==> config.mk <==
export PLATFORM = sky130hd
export DESIGN_NAME = display_bus_output_port
export DESIGN_NICKNAME = d
export VERILOG_FILES = /design/src/logic/disp_port_pkg.sv /design/src/logic/display_bus_output_port.sv
export SDC_FILE = /design/constraint.sdc
export NUM_CORES = 1
export LEC_CHECK = 0
export ABC_AREA = 1
export BUFFER_PORTS_ARGS = -buffer_cell sky130_fd_sc_hd__buf_2
export CORE_MARGIN = 2
export CORE_UTILIZATION = 53
export DETAILED_ROUTE_END_ITERATION = 8
export PLACE_DENSITY_LB_ADDON = 0.12
export SLEW_MARGIN = 20
export SYNTH_ARGS = -nofsm -noshare
export SYNTH_HDL_FRONTEND = slang
export SYNTH_SLANG_ARGS = --single-unit
==> constraint.sdc <==
create_clock -name clk -period 1.8 [get_ports clk]
set_clock_uncertainty 0.1 [all_clocks]
set_input_delay 0.27 -clock clk [delete_from_list [all_inputs] [get_ports clk]]
set_output_delay 0.27 -clock clk [all_outputs]
set_load 0.05 [all_outputs]
==> src/logic/disp_port_pkg.sv <==
// constants, field positions and carrier types for the display bus port
package disp_port_pkg;
    // ==================================================
    // register byte addresses
    localparam logic [5:0] ADDR_TIMING_01 = 6'h00;
    localparam logic [5:0] ADDR_TIMING_23 = 6'h04;
    localparam logic [5:0] ADDR_CONTROL   = 6'h08;
    localparam logic [5:0] ADDR_STATUS    = 6'h0C;
    localparam logic [5:0] ADDR_DATA_OUT  = 6'h10;
    localparam logic [5:0] ADDR_DATA_IN   = 6'h14;
    // ==================================================
    // reset values
    localparam logic [31:0] TIMING_RESET  = 32'h4AA64AA6;
    localparam logic [31:0] CONTROL_RESET = 32'h0000001F;
    // ==================================================
    // control register fields
    localparam int CB_CLR_PUSH  = 20;
    localparam int CB_EN_DATA   = 19;
    localparam int CB_SHORT     = 18;
    localparam int CB_RES_EVEN  = 17;
    localparam int CB_WR_EN     = 16;
    localparam int CB_RD_START  = 15;
    localparam int CB_MODE_LO   = 13;
    localparam int CB_WIDTH     = 12;
    localparam int CB_IRQ_ALL   = 11;
    localparam int CB_IRQ_PUERR = 9;
    localparam int CB_IRQ_EMPTY = 8;
    localparam int CB_IRQ_FULL  = 5;
    // ==================================================
    // status register fields
    localparam int SB_RD_VALID = 16;
    localparam int SB_PU_ERR   = 11;
    localparam int SB_PU_EMPTY = 10;
    localparam int SB_PU_FULL  = 6;
    localparam int SB_PO_EMPTY = 4;
    // ==================================================
    // timing generator step ends and axi4-lite response codes
    localparam logic [4:0] STEP_END_LONG  = 5'h1F;
    localparam logic [4:0] STEP_END_SHORT = 5'h0F;
    localparam logic [1:0] RESP_OKAY      = 2'h0;
    localparam logic [1:0] RESP_SLVERR    = 2'h2;

    // one control line, laid out as its half of a timing register
    typedef struct packed {
        logic       phase_a_level;
        logic       phase_b_level;
        logic       phase_c_level;
        logic [4:0] first_switch_step;
        logic [4:0] second_switch_step;
        logic       even_cycle_allow;
        logic       odd_cycle_allow;
        logic       quiescent;
    } line_cfg_t;

    typedef struct packed {
        logic [15:0] data;
        logic        oe;
    } bus_out_t;

    typedef enum logic [1:0] {
        ST_IDLE  = 2'b00,
        ST_WRITE = 2'b01,
        ST_READ  = 2'b10
    } port_state_t;
endpackage

==> src/logic/display_bus_output_port.sv <==
// display bus output port: axi4-lite registers, waveform generator, serializer
// Notes on behaviour
// four control lines, each with a freely programmable per-cycle waveform.
// each line: first level, second at first switch, third at second switch.
// waveforms only in output cycles; cycles run back to back while data waits.
// idle with no data and no read: each line shows its own quiescent level.
// normal mode: 32 steps per cycle, switch steps 0 to 31.
// short count: 16 steps; software keeps switch steps within 0 to 15.
// a line may be active only on even or only on odd cycles.
// even and odd allow bits default 1; clearing both silences the line.
// even/odd counter alternates every output cycle, idle does not restart it.
// while even-restart set next cycle is even; software clears it later.
// capture strobe loads input bus into input register on the clock edge.
// word serialized per width and mode, with low/high byte selects.
// read start runs exactly one cycle, capturing at the read strobe step.
// read start clears itself after that cycle; lines return to idle.
// read start clears read-valid; capture sets it; software polls it.
// software starts reads only with the write buffer empty.
// reads only with write disabled; enabled writes ignore read start.
// active-high interrupt on selected buffer status conditions.
// each output cycle is the module clock divided by 16 or 32.
// 8-bit shared data bus plus four lines; alternate function owns pins.
// 16-bit option extends the data bus with bits 15 to 8.
// tristate option floats bus when no write; else only during reads.
// 8-bit: 1, 2 or 4 bytes per word; 16-bit: 1 or 2 half-words.
// input register is 16 bits, holding the latest read capture.
// third level holds to cycle end; next cycle restarts at first level.
module display_bus_output_port (
    input  wire logic        clk,                 // 25 MHz module clock
    input  wire logic        srst,                // synchronous reset
    input  wire logic        ce,                  // clock enable, freezes all
    input  wire logic [5:0]  s_axi_awaddr,        // write address
    input  wire logic        s_axi_awvalid,       // write address valid
    output logic             s_axi_awready,       // write address ready
    input  wire logic [31:0] s_axi_wdata,         // write data
    input  wire logic [3:0]  s_axi_wstrb,         // byte enables
    input  wire logic        s_axi_wvalid,        // write data valid
    output logic             s_axi_wready,        // write data ready
    output logic [1:0]       s_axi_bresp,         // write response
    output logic             s_axi_bvalid,        // write response valid
    input  wire logic        s_axi_bready,        // write response ready
    input  wire logic [5:0]  s_axi_araddr,        // read address
    input  wire logic        s_axi_arvalid,       // read address valid
    output logic             s_axi_arready,       // read address ready
    output logic [31:0]      s_axi_rdata,         // read data
    output logic [1:0]       s_axi_rresp,         // read response
    output logic             s_axi_rvalid,        // read data valid
    input  wire logic        s_axi_rready,        // read data ready
    input  wire logic        alt_function_select, // pins owned by this port
    input  wire logic [15:0] din_pins,            // input data bus pins
    output disp_port_pkg::bus_out_t dout_bus,     // output data bus and enable
    output logic [3:0]       ctrl_lines,          // control lines three..zero
    output logic             low_byte_sel,        // low part driven
    output logic             high_byte_sel,       // high part driven
    output logic             port_irq             // interrupt request
);
    import disp_port_pkg::*;

    // ==================================================
    // registers
    line_cfg_t   cfg [4];
    logic [31:0] ctrl;
    logic [15:0] din_reg;
    logic        rd_valid;
    logic        push_err;
    logic [31:0] word;
    logic        held;
    logic [15:0] din_meta;
    logic [15:0] din_sync;
    logic        alt_meta;
    logic        alt_sync;

    port_state_t st;
    logic [4:0]  step;
    logic [1:0]  part;
    logic        parity;

    logic        aw_got;
    logic        w_got;
    logic [5:0]  aw_addr;
    logic [31:0] w_data;
    logic [3:0]  w_strb;

    logic [4:0]  step_end;
    logic        last_step;
    logic [1:0]  last_part;
    logic        wr_fire;
    logic        ctrl_wr;
    logic [31:0] ctrl_new;
    logic        push_wr;

    always_comb begin
        step_end  = ctrl[CB_SHORT] ? STEP_END_SHORT : STEP_END_LONG;
        last_step = (step == step_end);
        unique case ({ctrl[CB_WIDTH], ctrl[CB_MODE_LO+1 -: 2]})
            3'b001:  last_part = 2'd1;
            3'b010:  last_part = 2'd3;
            3'b101:  last_part = 2'd1;
            3'b110:  last_part = 2'd1;
            default: last_part = 2'd0;
        endcase
        wr_fire  = aw_got && w_got && !s_axi_bvalid;
        ctrl_wr  = wr_fire && (aw_addr == ADDR_CONTROL);
        push_wr  = wr_fire && (aw_addr == ADDR_DATA_OUT);
        for (int b = 0; b < 4; b++) begin
            ctrl_new[b*8 +: 8] = w_strb[b] ? w_data[b*8 +: 8] : ctrl[b*8 +: 8];
        end
    end

    // ==================================================
    // pin synchronisers
    always_ff @(posedge clk) begin
        if (srst) begin
            din_meta <= 16'h0000;
            din_sync <= 16'h0000;
            alt_meta <= 1'b0;
            alt_sync <= 1'b0;
        end else if (ce) begin
            din_meta <= din_pins;
            din_sync <= din_meta;
            alt_meta <= alt_function_select;
            alt_sync <= alt_meta;
        end
    end

    // ==================================================
    // axi4-lite write channel
    always_ff @(posedge clk) begin
        if (srst) begin
            aw_got        <= 1'b0;
            w_got         <= 1'b0;
            aw_addr       <= 6'h00;
            w_data        <= 32'h00000000;
            w_strb        <= 4'h0;
            s_axi_awready <= 1'b1;
            s_axi_wready  <= 1'b1;
            s_axi_bvalid  <= 1'b0;
            s_axi_bresp   <= RESP_OKAY;
        end else if (ce) begin
            if (s_axi_awvalid && s_axi_awready) begin
                aw_got        <= 1'b1;
                aw_addr       <= {s_axi_awaddr[5:2], 2'b00};
                s_axi_awready <= 1'b0;
            end
            if (s_axi_wvalid && s_axi_wready) begin
                w_got        <= 1'b1;
                w_data       <= s_axi_wdata;
                w_strb       <= s_axi_wstrb;
                s_axi_wready <= 1'b0;
            end
            if (wr_fire) begin
                aw_got       <= 1'b0;
                w_got        <= 1'b0;
                s_axi_bvalid <= 1'b1;
                s_axi_bresp  <= (aw_addr > ADDR_DATA_IN) ? RESP_SLVERR : RESP_OKAY;
            end
            if (s_axi_bvalid && s_axi_bready) begin
                s_axi_bvalid  <= 1'b0;
                s_axi_awready <= 1'b1;
                s_axi_wready  <= 1'b1;
            end
        end
    end

    // ==================================================
    // configuration registers
    always_ff @(posedge clk) begin
        if (srst) begin
            {cfg[1], cfg[0]} <= TIMING_RESET;
            {cfg[3], cfg[2]} <= TIMING_RESET;
        end else if (ce && wr_fire) begin
            for (int b = 0; b < 4; b++) begin
                if (w_strb[b] && aw_addr == ADDR_TIMING_01) begin
                    cfg[b/2][(b%2)*8 +: 8] <= w_data[b*8 +: 8];
                end
                if (w_strb[b] && aw_addr == ADDR_TIMING_23) begin
                    cfg[2+b/2][(b%2)*8 +: 8] <= w_data[b*8 +: 8];
                end
            end
        end
    end

    // read start self-clears at the end of its one cycle; a new write wins
    always_ff @(posedge clk) begin
        if (srst) begin
            ctrl <= CONTROL_RESET;
        end else if (ce) begin
            if (st == ST_READ && last_step) begin
                ctrl[CB_RD_START] <= 1'b0;
            end
            if (ctrl_wr) begin
                ctrl <= {11'h000, ctrl_new[20:0]};
                ctrl[CB_CLR_PUSH] <= 1'b0;
            end
        end
    end

    // ==================================================
    // one-word write holding stage and its status
    always_ff @(posedge clk) begin
        if (srst) begin
            held     <= 1'b0;
            word     <= 32'h00000000;
            push_err <= 1'b0;
        end else if (ce) begin
            if (st == ST_WRITE && last_step && part == last_part) begin
                held <= 1'b0;
            end
            if (ctrl_wr && ctrl_new[CB_CLR_PUSH]) begin
                push_err <= 1'b0;
            end
            if (push_wr) begin
                if (held && !(st == ST_WRITE && last_step && part == last_part)) begin
                    push_err <= 1'b1; // a push onto a full stage is dropped
                end else begin
                    held <= 1'b1;
                    word <= w_data;
                end
            end
        end
    end

    // ==================================================
    // cycle sequencer
    always_ff @(posedge clk) begin
        if (srst) begin
            st   <= ST_IDLE;
            step <= 5'h00;
            part <= 2'd0;
        end else if (ce) begin
            unique case (st)
                ST_IDLE: begin
                    step <= 5'h00;
                    if (ctrl[CB_WR_EN] && held) begin
                        st <= ST_WRITE;
                    end else if (!ctrl[CB_WR_EN] && ctrl[CB_RD_START]) begin
                        st <= ST_READ;
                    end
                end
                ST_WRITE: begin
                    step <= last_step ? 5'h00 : step + 5'h01;
                    if (last_step) begin
                        part <= (part == last_part) ? 2'd0 : part + 2'd1;
                        if (part == last_part && !push_wr) begin
                            st <= ST_IDLE;
                        end
                    end
                end
                ST_READ: begin
                    step <= last_step ? 5'h00 : step + 5'h01;
                    if (last_step) begin
                        st <= ST_IDLE;
                    end
                end
                default: st <= ST_IDLE;
            endcase
        end
    end

    // parity keeps running across idle gaps
    always_ff @(posedge clk) begin
        if (srst) begin
            parity <= 1'b0;
        end else if (ce) begin
            if (st == ST_IDLE && ctrl[CB_RES_EVEN]) begin
                parity <= 1'b0;
            end else if (st != ST_IDLE && last_step) begin
                parity <= ctrl[CB_RES_EVEN] ? 1'b0 : ~parity;
            end
        end
    end

    // ==================================================
    // input capture
    always_ff @(posedge clk) begin
        if (srst) begin
            din_reg  <= 16'h0000;
            rd_valid <= 1'b0;
        end else if (ce) begin
            if (st == ST_READ && step == ctrl[4:0]) begin
                din_reg  <= din_sync;
                rd_valid <= 1'b1;
            end else if (ctrl_wr && ctrl_new[CB_RD_START]) begin
                rd_valid <= 1'b0;
            end
        end
    end

    // ==================================================
    // waveform and bus outputs
    always_ff @(posedge clk) begin
        if (srst) begin
            ctrl_lines    <= 4'h0;
            dout_bus      <= '0;
            low_byte_sel  <= 1'b0;
            high_byte_sel <= 1'b0;
            port_irq      <= 1'b0;
        end else if (ce) begin
            for (int i = 0; i < 4; i++) begin
                if (st == ST_IDLE || !(parity ? cfg[i].odd_cycle_allow
                                              : cfg[i].even_cycle_allow)) begin
                    ctrl_lines[i] <= cfg[i].quiescent;
                end else if (step < cfg[i].first_switch_step) begin
                    ctrl_lines[i] <= cfg[i].phase_a_level;
                end else if (step < cfg[i].second_switch_step) begin
                    ctrl_lines[i] <= cfg[i].phase_b_level;
                end else begin
                    ctrl_lines[i] <= cfg[i].phase_c_level;
                end
            end
            if (ctrl[CB_WIDTH]) begin
                dout_bus.data <= word[part[0]*16 +: 16];
                low_byte_sel  <= 1'b1;
                high_byte_sel <= 1'b1;
            end else begin
                dout_bus.data <= {8'h00, word[part*8 +: 8]};
                low_byte_sel  <= ~part[0];
                high_byte_sel <= part[0];
            end
            dout_bus.oe <= alt_sync && (st == ST_WRITE ||
                           (!ctrl[CB_EN_DATA] && st != ST_READ));
            port_irq <= ctrl[CB_IRQ_ALL] &&
                        ((ctrl[CB_IRQ_PUERR] && push_err) ||
                         (ctrl[CB_IRQ_EMPTY] && !held) ||
                         (ctrl[CB_IRQ_FULL] && held));
        end
    end

    // ==================================================
    // axi4-lite read channel
    always_ff @(posedge clk) begin
        if (srst) begin
            s_axi_arready <= 1'b1;
            s_axi_rvalid  <= 1'b0;
            s_axi_rdata   <= 32'h00000000;
            s_axi_rresp   <= RESP_OKAY;
        end else if (ce) begin
            if (s_axi_arvalid && s_axi_arready) begin
                s_axi_arready <= 1'b0;
                s_axi_rvalid  <= 1'b1;
                s_axi_rresp   <= RESP_OKAY;
                unique case ({s_axi_araddr[5:2], 2'b00})
                    ADDR_TIMING_01: s_axi_rdata <= {cfg[1], cfg[0]};
                    ADDR_TIMING_23: s_axi_rdata <= {cfg[3], cfg[2]};
                    ADDR_CONTROL:   s_axi_rdata <= ctrl;
                    ADDR_STATUS: begin
                        s_axi_rdata              <= 32'h00000000;
                        s_axi_rdata[SB_RD_VALID] <= rd_valid;
                        s_axi_rdata[SB_PU_ERR]   <= push_err;
                        s_axi_rdata[SB_PU_EMPTY] <= !held;
                        s_axi_rdata[SB_PU_FULL]  <= held;
                        s_axi_rdata[SB_PO_EMPTY] <= !held;
                    end
                    ADDR_DATA_OUT:  s_axi_rdata <= word;
                    ADDR_DATA_IN:   s_axi_rdata <= {16'h0000, din_reg};
                    default: begin
                        s_axi_rdata <= 32'h00000000;
                        s_axi_rresp <= RESP_SLVERR;
                    end
                endcase
            end
            if (s_axi_rvalid && s_axi_rready) begin
                s_axi_rvalid  <= 1'b0;
                s_axi_arready <= 1'b1;
            end
        end
    end

    // ==================================================
    // checks
    property p_idle_level;
        @(posedge clk) disable iff (srst)
        (ce && st == ST_IDLE) |=> (ctrl_lines[0] == $past(cfg[0].quiescent));
    endproperty
    a_idle_level: assert property (p_idle_level) else $error("idle level");

    property p_phase_a;
        @(posedge clk) disable iff (srst)
        (ce && st == ST_WRITE && !parity && cfg[1].even_cycle_allow
         && step < cfg[1].first_switch_step)
        |=> (ctrl_lines[1] == $past(cfg[1].phase_a_level));
    endproperty
    a_phase_a: assert property (p_phase_a) else $error("first level");

    property p_step_bound;
        @(posedge clk) disable iff (srst)
        (st != ST_IDLE) |-> (step <= step_end);
    endproperty
    a_step_bound: assert property (p_step_bound) else $error("step range");

    property p_read_clear;
        @(posedge clk) disable iff (srst)
        (ce && st == ST_READ && last_step && !ctrl_wr)
        |=> (!ctrl[CB_RD_START] && st == ST_IDLE);
    endproperty
    a_read_clear: assert property (p_read_clear) else $error("read start stays");

    property p_no_read_on_write;
        @(posedge clk) disable iff (srst)
        (st == ST_IDLE && ctrl[CB_WR_EN]) |=> (st != ST_READ);
    endproperty
    a_no_read_on_write: assert property (p_no_read_on_write) else $error("read");

    property p_capture;
        @(posedge clk) disable iff (srst)
        (ce && st == ST_READ && step == ctrl[4:0])
        |=> (rd_valid && din_reg == $past(din_sync));
    endproperty
    a_capture: assert property (p_capture) else $error("capture missed");

    property p_valid_clear;
        @(posedge clk) disable iff (srst)
        (ce && ctrl_wr && ctrl_new[CB_RD_START] && st == ST_IDLE) |=> !rd_valid;
    endproperty
    a_valid_clear: assert property (p_valid_clear) else $error("valid kept");

    property p_parity_toggle;
        @(posedge clk) disable iff (srst)
        (ce && st == ST_WRITE && last_step && !ctrl[CB_RES_EVEN])
        |=> (parity != $past(parity));
    endproperty
    a_parity_toggle: assert property (p_parity_toggle) else $error("parity");

    property p_float_read;
        @(posedge clk) disable iff (srst)
        (ce && st == ST_READ) |=> !dout_bus.oe;
    endproperty
    a_float_read: assert property (p_float_read) else $error("bus driven");
endmodule

==> summary.md, run 1 <==
| Metric | Value |
|---|---|
| Failing checks | `setup timing` |
| Via count | `about 13000` |
| Root Driver | `clkbuf_16` |
| Clock transition at path regs | `0.06 ns` |
| Power Density | `around 850 mW/mm2` |
| Max VDD drop | `roughly 0.00074 V` |
| Critical Path RT | `2.20 ns` |
| IO buf count | `131` |
| First-pass GRT wire length | `~63000 um` |
| Final WL | `around 40000 um` |
| Clock Path Buffers | `3` |
| Gpl congestion | `~0.92` |
| Core Rows | `56` |
| Most frequent cells in the layout | `nand2_1, dfxtp_1, o21ai_0` |
| Yosys reg bits | `between 200 and 300` |
| CTS buffer count | `30` |
| F_max | `550 MHz` |
| Max-cap violation count | `0` |
| Post-Synthesis Cell Area | `between 0.01 and 0.015 mm2` |
| Sequential area share after synthesis | `44.5%` |
| Final Worst Setup Slack | `-0.0191 ns` |
| Type of origin of the critical path | `flop` |
| Yosys Warn Count | `0` |
| Core Box Area | `roughly 0.024 mm2` |
| Die Footprint | `0.0254 mm2` |
| Routed Antenna Nets | `0` |
| Initial antenna violation count | `1` |
| Residual DRC | `0` |
| Cell variety after synth | `39` |
| Post-synthesis adder-cell area fraction | `under 10%` |
| Max_slew headroom | `between 50% and 60%` |
| Slew Limit Fails | `0` |
| Antenna diodes | `0` |
| Post-DP HPWL | `roughly 29000 um` |
| Period Utilization, post-route | `101%` |
| Post-route minimum period | `about 1.8 ns` |
| Chip height | `approximately 160 um` |
| Setup Viol. Count Final | `18` |
| Die width | `~160 um` |
| Fin area | `between 0.015 and 0.02 mm2` |
| Total clock sinks | `between 200 and 300` |
| Worst Hold Class | `in2reg` |
| Static Leak | `slightly above 0.007 uW` |
| Type of the worst setup path | `reg2reg` |
| Fraction of registers with async set/reset | `0%` |
| Initial Utilization | `between 50% and 60%` |
| Synth Area in XOR/XNOR | `less than 1%` |
| Max FFs per register | `64` |
| CTS tree | `done` |
| Placed Area | `0.0143 mm2` |
| Data arrival time of the worst path | `approximately 2.2 ns` |
| Pre-CTS WS | `-0.0504 ns` |
| CTS HTree Levels | `1` |
| Layout cells sized above 1 | `18.2%` |
| Post-Syn Area per Cell | `~7.3 um2` |
| Grt ovf | `0` |
| Fin. Hold Viols | `0` |
| RSZ-0062 raised after global routing | `yes` |
| Most common cell after layout, fill and taps aside | `nand2_1` |
| I/O pin count | `about 140` |
| Slew @ Worst Pin | `~0.6 ns` |
| Main synth FF type | `dfxtp_1` |
| WL/cell | `around 17 um` |
| Largest family of logic cells by synthesized area | `simple AND/OR/NAND/NOR gates` |
| Mux cell area share after synthesis | `0%` |
| Fill cells | `between 2000 and 2500` |
| Worst-skew pair later-pin latency | `0.56 ns` |
| Post-layout util | `between 60% and 70%` |
| Setup crit end kind | `flop` |
| Vias in the first global route | `about 12000` |
| Fin nets | `2112` |
| Area growth syn-to-layout | `27.1%` |
| Post-Synth Simple-Gate Area | `22.7%` |
| Post-synthesis compound-gate area fraction | `around 21%` |
| GR Util All Layers | `31.0%` |
| Initial DRT Pass Iterations | `7` |
| Vias per inst | `between 5 and 6` |
| Iteration-0 DRC Markers | `995` |
| Outcome | `finished with violations` |
| Cells after Synth | `between 1500 and 2000` |
| Largest register by flop count | `cfg` |
| Largest net degree at the start of global routing | `78` |
| EDFF count, synth | `0` |
| Crit Path Max Fanout | `8` |
[cells by family after synthesis]
family | Yosys count
xor+xnor | 1
fa+ha+maj | 37
buf+inv | 271
flops | 284
simple gates | 679
compound gates | 484
other cells | 1
[final timing paths]
kind	start	endpoint	slack, ns	cells past startpoint
worst max-delay path	aw_got	word[27]	-0.02	11
worst min-delay path	s_axi_wdata[17]	w_data[17]	0.03	4
worst max register to register	aw_got	word[27]	-0.02	11
worst min register to register	s_axi_rdata[13]	s_axi_rdata[13]	0.36	2
[cell usage after synthesis, types with 5 or more instances]
cell type / instances / area share (%)
nand2_1: 347 / 10
nor3_2: 6 / 0.47
inv_1: 166 / 4.9
nand3_1: 101 / 4.0
nand4_1: 25 / 1.2
buf_1: 9 / 0.26
a21oi_1: 195 / 7.6
nor2_2: 26 / 1.3
clkbuf_1: 64 / 1.9
a22oi_1: 6 / 0.35
dfxtp_1: 284 / 45
ha_1: 37 / 3.6
o21ai_0: 206 / 8.1
o22ai_1: 20 / 0.98
o211ai_1: 42 / 2.5
o221ai_1: 5 / 0.34
nor2_1: 165 / 4.8
buf_4: 6 / 0.35
buf_2: 19 / 0.74
[timing repair]
action / 4_1_cts / 5_1_grt
resized for setup: 7 / 39
gates cloned: 1 / 4
hold endpoints to repair: 61 / 0
buffers inserted: 0 / 12
pin swaps: 1 / 9
hold buffers: 63 / 0
endpoints found under the setup margin: 32 / 68
[metrics by stage]
stage	hold WS (ns)	power [uW]	setup TNS [ns]	cells
6_report	0.0329	13900	-0.144	2341
5_1_grt	0.0370	14300	-3.64	2341
3_5_place_dp	0.353	7690	-0.853	2210
4_1_cts	0.0252	13900	0	2326
3_3_place_gp	0.346	7680	-0.224	2210
2_1_floorplan	0.305	7260	0	1758
[cell type report]
class                      instances  area [um2]  share of cell area, %
inverter                         170         643                   3.96
clock buffer                      42         866                   5.33
sequential                       284        5700                   35.1
tap                              319         399                   2.46
clock inverter                    10         116                  0.717
multi-input combinational       1203        6090                   37.5
timing repair buffer             313        2420                   14.9
[layer usage]
layer	GRT usage, %	routed length (um)
met1	40.5	17100
met2	52.2	19100
met3	3.52	2710
met4	13.1	1910
met5	0	12
[critical path, cell delays in order (launching register included)]
cell and delay, ns:
dfxtp_2 0.34, nand2_2 0.07, nor2_4 0.13, inv_2 0.09, nor2_8 0.14, inv_2 0.08
nor2_8 0.16, a21boi_4 0.22, buf_12 0.15, clkbuf_16 0.15, nor2_1 0.05, nor2_2 0.07
[power by group]
group	switching [uW]	internal, uW	total, uW	leakage (uW)
clock	2540	3620	6150	0.000481
sequential	91.0	6440	6530	0.00231
combinational	743	430	1170	0.00436
total	3370	10500	13900	0.00715
No activity file was read; power rests on OpenSTA's default activity.
==> run 2, diff against run 1 <==
--- a/config.mk
+++ b/config.mk
@@ -13,2 +13,3 @@
 export PLACE_DENSITY_LB_ADDON = 0.12
+export SETUP_SLACK_MARGIN = 0.3
 export SLEW_MARGIN = 20
==> constraint.sdc (replaced) <==
create_clock -name clk -period 1.8 [get_ports clk]
set_clock_uncertainty 0.1 [all_clocks]
set_input_delay 0.54 -clock clk [delete_from_list [all_inputs] [get_ports clk]]
set_output_delay 0.54 -clock clk [all_outputs]
set_load 0.05 [all_outputs]
==> summary.md, run 2 (synthesized netlist as in run 1, its figures left out) <==
| Metric | Value |
|---|---|
| WL/cell | `19.7 um (was 17.5 um)` |
| Setup Viol. Count Final | `28 (was 18)` |
| Root Driver | `clkbuf_16 (unchanged)` |
| Min Hold Slack | `0.101 ns (was 0.0329 ns)` |
| Die Footprint | `0.0254 mm2 (unchanged)` |
| Slew Limit Fails | `0 (unchanged)` |
| Total clock sinks | `284 (unchanged)` |
| Final WL | `47000 um (was 40900 um)` |
| Grt ovf | `0 (unchanged)` |
| Type of origin of the critical path | `flop (unchanged)` |
| Placed Area | `0.0149 mm2 (was 0.0143 mm2)` |
| Initial Utilization | `54.3% (unchanged)` |
| Iteration-0 DRC Markers | `1240 (was 995)` |
| Max_slew headroom | `64.1% (was 59.3%)` |
| Final Worst Setup Slack | `-0.0435 ns (was -0.0191 ns)` |
| Placed cell count | `2244 (was 2210)` |
| PnR Total Power | `14200 uW (was 13900 uW)` |
| Layout cells sized above 1 | `37.3% (was 18.2%)` |
| Initial DRT Pass Iterations | `6 (was 7)` |
| Residual DRC | `0 (unchanged)` |
| Clock transition at path regs | `0.06 ns (about the same)` |
| R2R setup slack | `-0.04 ns (was -0.02 ns)` |
| Initial antenna violation count | `0 (was 1)` |
| Largest register by flop count | `cfg (unchanged)` |
| IO buf count | `131 (unchanged)` |
| CTS buffer count | `30 (unchanged)` |
| Die width | `159 um (unchanged)` |
| Worst Hold Class | `in2reg (unchanged)` |
| Area growth syn-to-layout | `48.2% (was 27.1%)` |
| Max VDD drop | `0.000538 V (was 0.000738 V)` |
| Post-route minimum period | `1.84 ns (was 1.82 ns)` |
| Worst-skew pair later-pin latency | `0.56 ns (about the same)` |
| Post-DP HPWL | `29900 um (was 28500 um)` |
| Fill cells | `1534 (was 2120)` |
| Crit Reg-Reg Startpoint | `st[0] (was aw_got)` |
| Antenna diodes | `0 (unchanged)` |
| Max FFs per register | `64 (unchanged)` |
| Core Rows | `56 (unchanged)` |
| Core Box Area | `0.0235 mm2 (unchanged)` |
| Most common cell after layout, fill and taps aside | `nand2_1 (unchanged)` |
| Reg-to-Reg End | `din_reg[11] (was word[27])` |
| HP Start | `din_pins[4] (was s_axi_wdata[17])` |
| Gpl congestion | `0.967 (was 0.924)` |
| Outcome | `finished with violations (unchanged)` |
| Failing checks | `setup timing (unchanged)` |
| Fin nets | `2154 (was 2112)` |
| Worst hold path depth | `3 (was 4)` |
| Data arrival time of the worst path | `2.23 ns (was 2.22 ns)` |
| Multi-input gate area | `0.00733 mm2 (was 0.00609 mm2)` |
| CTS HTree Levels | `1 (unchanged)` |
| Crit Path Max Fanout | `6 (was 8)` |
| Static Leak | `0.00790 uW (was 0.00715 uW)` |
| Clock Path Buffers | `3 (unchanged)` |
| First-pass GRT wire length | `68200 um (was 63300 um)` |
| F_max | `542 MHz (was 550 MHz)` |
| Critical Path RT | `2.19 ns (was 2.20 ns)` |
| Vias in the first global route | `12600 (was 12000)` |
| Non-filler cells in the finished layout | `2387 (was 2341)` |
| GR Util All Layers | `33.5% (was 31.0%)` |
| Max-cap violation count | `0 (unchanged)` |
| Setup crit end kind | `flop (unchanged)` |
| Fin area | `0.0189 mm2 (was 0.0162 mm2)` |
| Type of the worst setup path | `reg2reg (unchanged)` |
| Power Density | `750 mW/mm2 (was 854 mW/mm2)` |
| Hold Path Sink | `din_meta[4] (was w_data[17])` |
| Fin. Hold Viols | `0 (unchanged)` |
| Register area | `0.00580 mm2 (was 0.00570 mm2)` |
| Vias per inst | `5.80 (was 5.44)` |
| Routed Antenna Nets | `0 (unchanged)` |
| Slew @ Worst Pin | `0.537 ns (was 0.608 ns)` |
| CTS tree | `done (unchanged)` |
| Period Utilization, post-route | `102% (was 101%)` |
| RSZ-0062 raised after global routing | `yes (unchanged)` |
| Largest net degree at the start of global routing | `78 (unchanged)` |
| Most frequent cells in the layout | `nand2_1, dfxtp_1, inv_1 (was nand2_1, dfxtp_1, o21ai_0)` |
| FF-to-FF path depth | `11 (unchanged)` |
| Chip height | `159 um (unchanged)` |
| Via count | `13900 (was 12700)` |
| Pre-CTS WS | `-0.276 ns (was -0.0504 ns)` |
| I/O pin count | `138 (unchanged)` |
## run 2: cell count changes in the layout (fill, tap and decap cells not counted), moves of 26 or more
cell / delta
o21ai_0: -80
dfxtp_1: -69
buf_2: -65
dlygate4sd3_1: -63
buf_8: +62
dfxtp_2: +61
buf_6: +56
a21oi_1: -53
a21oi_2: +50
nand2_1: -49
o21ai_2: +38
o21ai_1: +36
nand2_2: +29
buf_4: +26
## run 2: power by group
part	internal (uW)	switching, uW
sequential	6440	121
combinational	539	877
clock	3540	2680
## run 2: metrics by stage
| stage | setup TNS (ns) | utilization, % |
|---|---|---|
| CTS | 0 | 74.5 |
| floorplan | 0 | - |
| finish | -0.490 | 80.4 |
| detailed placement | -24.75 | 63.2 |
| global placement | -17.70 | 63.2 |
| global route | -3.25 | 80.4 |
## run 2: repair_timing
action / 4_1_cts / 5_1_grt
resized for setup: 378 / 312
setup buffers: 41 / 30
setup endpoints to repair: 197 / 239
pin swaps: 50 / 84
hold buffers: 0 / 0
cloned: 7 / 9
hold endpoints to repair: 0 / 0
## run 2: worst max-delay path, cell delays in order, from the launching register on
cell and delay, ns:
dfxtp_4 0.36, buf_6 0.13, inv_6 0.05, ha_4 0.13, o211ai_1 0.09, a21oi_2 0.25, nand3_4 0.15, buf_12 0.17
buf_12 0.14, nand2_2 0.05, nand2_1 0.05, nor2_1 0.10
## run 2: cell type report
class / count / area share, %
clock inverter: 17 / 0.668
tap: 319 / 2.11
timing repair buffer: 353 / 19.7
multi-input combinational: 1205 / 38.7
sequential: 284 / 30.7
inverter: 170 / 3.54
clock buffer: 39 / 4.57
## run 2: how the worst max path moves through the flow
stage,from,end,slack (ns),cells after the start
global placement,ce,cfg[45],-0.21,6
detailed placement,ce,cfg[47],-0.28,6
finish,st[0],din_reg[11],-0.04,11
global route,st[0],din_reg[11],-0.12,11
floorplan,step[1],word[13],0.14,8
CTS,step[1],word[15],0.03,9
## run 2: routing by layer
metal / track usage, % / vias to the layer above / routed length [um]
li1: - / 6446 / -
met1: 44.0 / 6526 / 18200
met2: 56.9 / 693 / 22100
met3: 3.18 / 188 / 3660
met4: 13.5 / 0 / 2970
met5: 0 / - / 0
==> run 3, diff against run 2 <==
- CORE_ASPECT_RATIO: not set -> 1.75
==> summary.md, run 3 (synthesized netlist as in run 1, its figures left out) <==
| Metric | Value |
|---|---|
| Max VDD drop | `0.000791 V (was 0.000538 V)` |
| Initial Utilization | `53.6% (was 54.3%)` |
| Worst-skew pair later-pin latency | `0.55 ns (was 0.56 ns)` |
| Max_slew headroom | `63.6% (was 64.1%)` |
| Setup Viol. Count Final | `34 (was 28)` |
| Crit Path Max Fanout | `7 (was 6)` |
| FF-to-FF path depth | `13 (was 11)` |
| Fin. Hold Viols | `0 (unchanged)` |
| CTS HTree Levels | `1 (unchanged)` |
| Final Worst Setup Slack | `-0.168 ns (was -0.0435 ns)` |
| Period Utilization, post-route | `109% (was 102%)` |
| Chip height | `209 um (was 159 um)` |
| Type of origin of the critical path | `flop (unchanged)` |
| Grt ovf | `0 (unchanged)` |
| Failing checks | `setup timing (unchanged)` |
| Min Hold Slack | `0.108 ns (was 0.101 ns)` |
| Initial antenna violation count | `1 (was 0)` |
| Post-DP HPWL | `34700 um (was 29900 um)` |
| Fin area | `0.0184 mm2 (was 0.0189 mm2)` |
| Clock Path Buffers | `3 (unchanged)` |
| Type of the worst setup path | `reg2reg (unchanged)` |
| Crit Reg-Reg Startpoint | `ctrl[18] (was st[0])` |
| HP Start | `din_pins[7] (was din_pins[4])` |
| Via count | `14100 (was 13900)` |
| Post-route minimum period | `1.97 ns (was 1.84 ns)` |
| CTS tree | `done (unchanged)` |
| Slew Limit Fails | `0 (unchanged)` |
| Outcome | `finished with violations (unchanged)` |
| Gpl congestion | `0.997 (was 0.967)` |
| Met2 Usage GRT | `65.0% (was 56.9%)` |
| Clock transition at path regs | `0.07 ns (was 0.06 ns)` |
| GR Util All Layers | `37.1% (was 33.5%)` |
| Data arrival time of the worst path | `2.36 ns (was 2.23 ns)` |
| Most common cell after layout, fill and taps aside | `nand2_1 (unchanged)` |
| Power Density | `752 mW/mm2 (was 750 mW/mm2)` |
| Final WL | `52100 um (was 47000 um)` |
| Max FFs per register | `64 (unchanged)` |
| I/O pin count | `138 (unchanged)` |
| Placed Area | `0.0151 mm2 (was 0.0149 mm2)` |
| GR peak layer | `met2 (unchanged)` |
| WL/cell | `22.0 um (was 19.7 um)` |
| Residual DRC | `0 (unchanged)` |
| Largest register by flop count | `cfg (unchanged)` |
| Worst Hold Class | `in2reg (unchanged)` |
| Post-layout util | `77.3% (was 80.4%)` |
| Total clock sinks | `284 (unchanged)` |
| Max-cap violation count | `0 (unchanged)` |
| Die Footprint | `0.0254 mm2 (about the same)` |
| Fin nets | `2147 (was 2154)` |
| RSZ-0062 raised after global routing | `yes (unchanged)` |
| Static Leak | `0.00779 uW (was 0.00790 uW)` |
| Core Box Area | `0.0238 mm2 (was 0.0235 mm2)` |
| Die width | `121 um (was 159 um)` |
| Vias per inst | `5.96 (was 5.80)` |
| Iteration-0 DRC Markers | `1215 (was 1240)` |
| F_max | `508 MHz (was 542 MHz)` |
| Setup crit end kind | `flop (unchanged)` |
| First-pass GRT wire length | `71500 um (was 68200 um)` |
| Area growth syn-to-layout | `44.3% (was 48.2%)` |
| Largest net degree at the start of global routing | `47 (was 78)` |
| Routed Antenna Nets | `0 (unchanged)` |
| R2R setup slack | `-0.17 ns (was -0.04 ns)` |
| Most frequent cells in the layout | `nand2_1, dfxtp_1, a21oi_1 (was nand2_1, dfxtp_1, inv_1)` |
| Met3 Use GR | `5.30% (was 3.18%)` |
| Initial DRT Pass Iterations | `5 (was 6)` |
| Core Rows | `75 (was 56)` |
| Slew @ Worst Pin | `0.545 ns (was 0.537 ns)` |
| Reg-to-Reg End | `word[22] (was din_reg[11])` |
| Layout cells sized above 1 | `34.1% (was 37.3%)` |
| Root Driver | `clkbuf_16 (unchanged)` |
| Worst hold path depth | `3 (unchanged)` |
| Vias in the first global route | `13100 (was 12600)` |
| Hold Path Sink | `din_meta[7] (was din_meta[4])` |
| Hold-fix buffers, CTS | `0 (unchanged)` |
| CTS buffer count | `27 (was 30)` |
| Fill cells | `1727 (was 1534)` |
| IO buf count | `131 (unchanged)` |
| Critical Path RT | `2.19 ns (about the same)` |
| Met1 track demand over resource | `37.2% (was 44.0%)` |
run 3: cell types whose count changed in the layout (fill, tap and decap cells not counted), sizes merged:
cell / previous run / this run
clkinv: 12 / 4
buf: 347 / 343
bufinv: 1 / 3
clkinvlp: 4 / 2
diode: 0 / 1
inv: 170 / 169
nand2: 350 / 351
run 3: what timing repair did:
action,CTS,global route
gates resized for setup,358,228
pin swaps,19,59
cloned,3,11
buffers inserted,22,31
setup endpoints to repair,207,222
run 3: report_power, final:
part	internal, uW	total, uW	leakage (uW)	switching, uW
sequential	6430	6550	0.00235	117
combinational	527	1410	0.00501	883
clock	3370	5910	0.000432	2540
total	10300	13900	0.00779	3540
run 3: worst max-delay path, cell delays in order, from the launching register on:
cell,delay [ns]
dfxtp_4,0.38
inv_2,0.05
nand2_2,0.07
nand2_2,0.07
nor3_2,0.16
buf_4,0.17
nand3_4,0.09
buf_6,0.13
a21boi_4,0.15
buf_6,0.12
buf_8,0.12
buf_16,0.15
nor2_4,0.04
nor2_2,0.11
run 3: layout make-up:
type / instances / area (um2) / area share [%]
antenna: 1 / 2.50 / 0.0136
clock buffer: 40 / 764 / 4.15
clock inverter: 8 / 124 / 0.672
inverter: 170 / 672 / 3.65
multi-input combinational: 1206 / 7040 / 38.2
sequential: 284 / 5820 / 31.6
tap: 308 / 385 / 2.09
timing repair buffer: 348 / 3620 / 19.7
run 3: per-layer routing:
metal | share of wire (%) | wire, um
met1 | 32 | 16800
met2 | 49 | 25500
met3 | 7.2 | 3740
met4 | 12 | 6030
met5 | 0 | 0
run 3: how the worst max path moves through the flow:
stage | slack, ns | cells after the start | end | startpoint
2_1_floorplan | 0.14 | 8 | word[13] | step[1]
3_3_place_gp | -0.15 | 10 | s_axi_rdata[16] | s_axi_araddr[2]
3_5_place_dp | -0.23 | 10 | s_axi_rdata[0] | s_axi_araddr[2]
4_1_cts | -0.08 | 13 | word[28] | st[1]
5_1_grt | -0.25 | 13 | word[21] | ctrl[18]
6_report | -0.17 | 13 | word[22] | ctrl[18]
run 3: metrics by stage:
step / TNS, ns / power (uW) / std cells / setup slack (ns)
final: -3.69 / 13900 / 2365 / -0.168
after global routing: -6.92 / 14200 / 2365 / -0.247
after CTS: -1.87 / 13700 / 2322 / -0.0774
after detailed placement: -7.64 / 7800 / 2249 / -0.228
after global placement: -6.11 / 7770 / 2249 / -0.146
after floorplan: 0 / 7310 / 1758 / 0.136
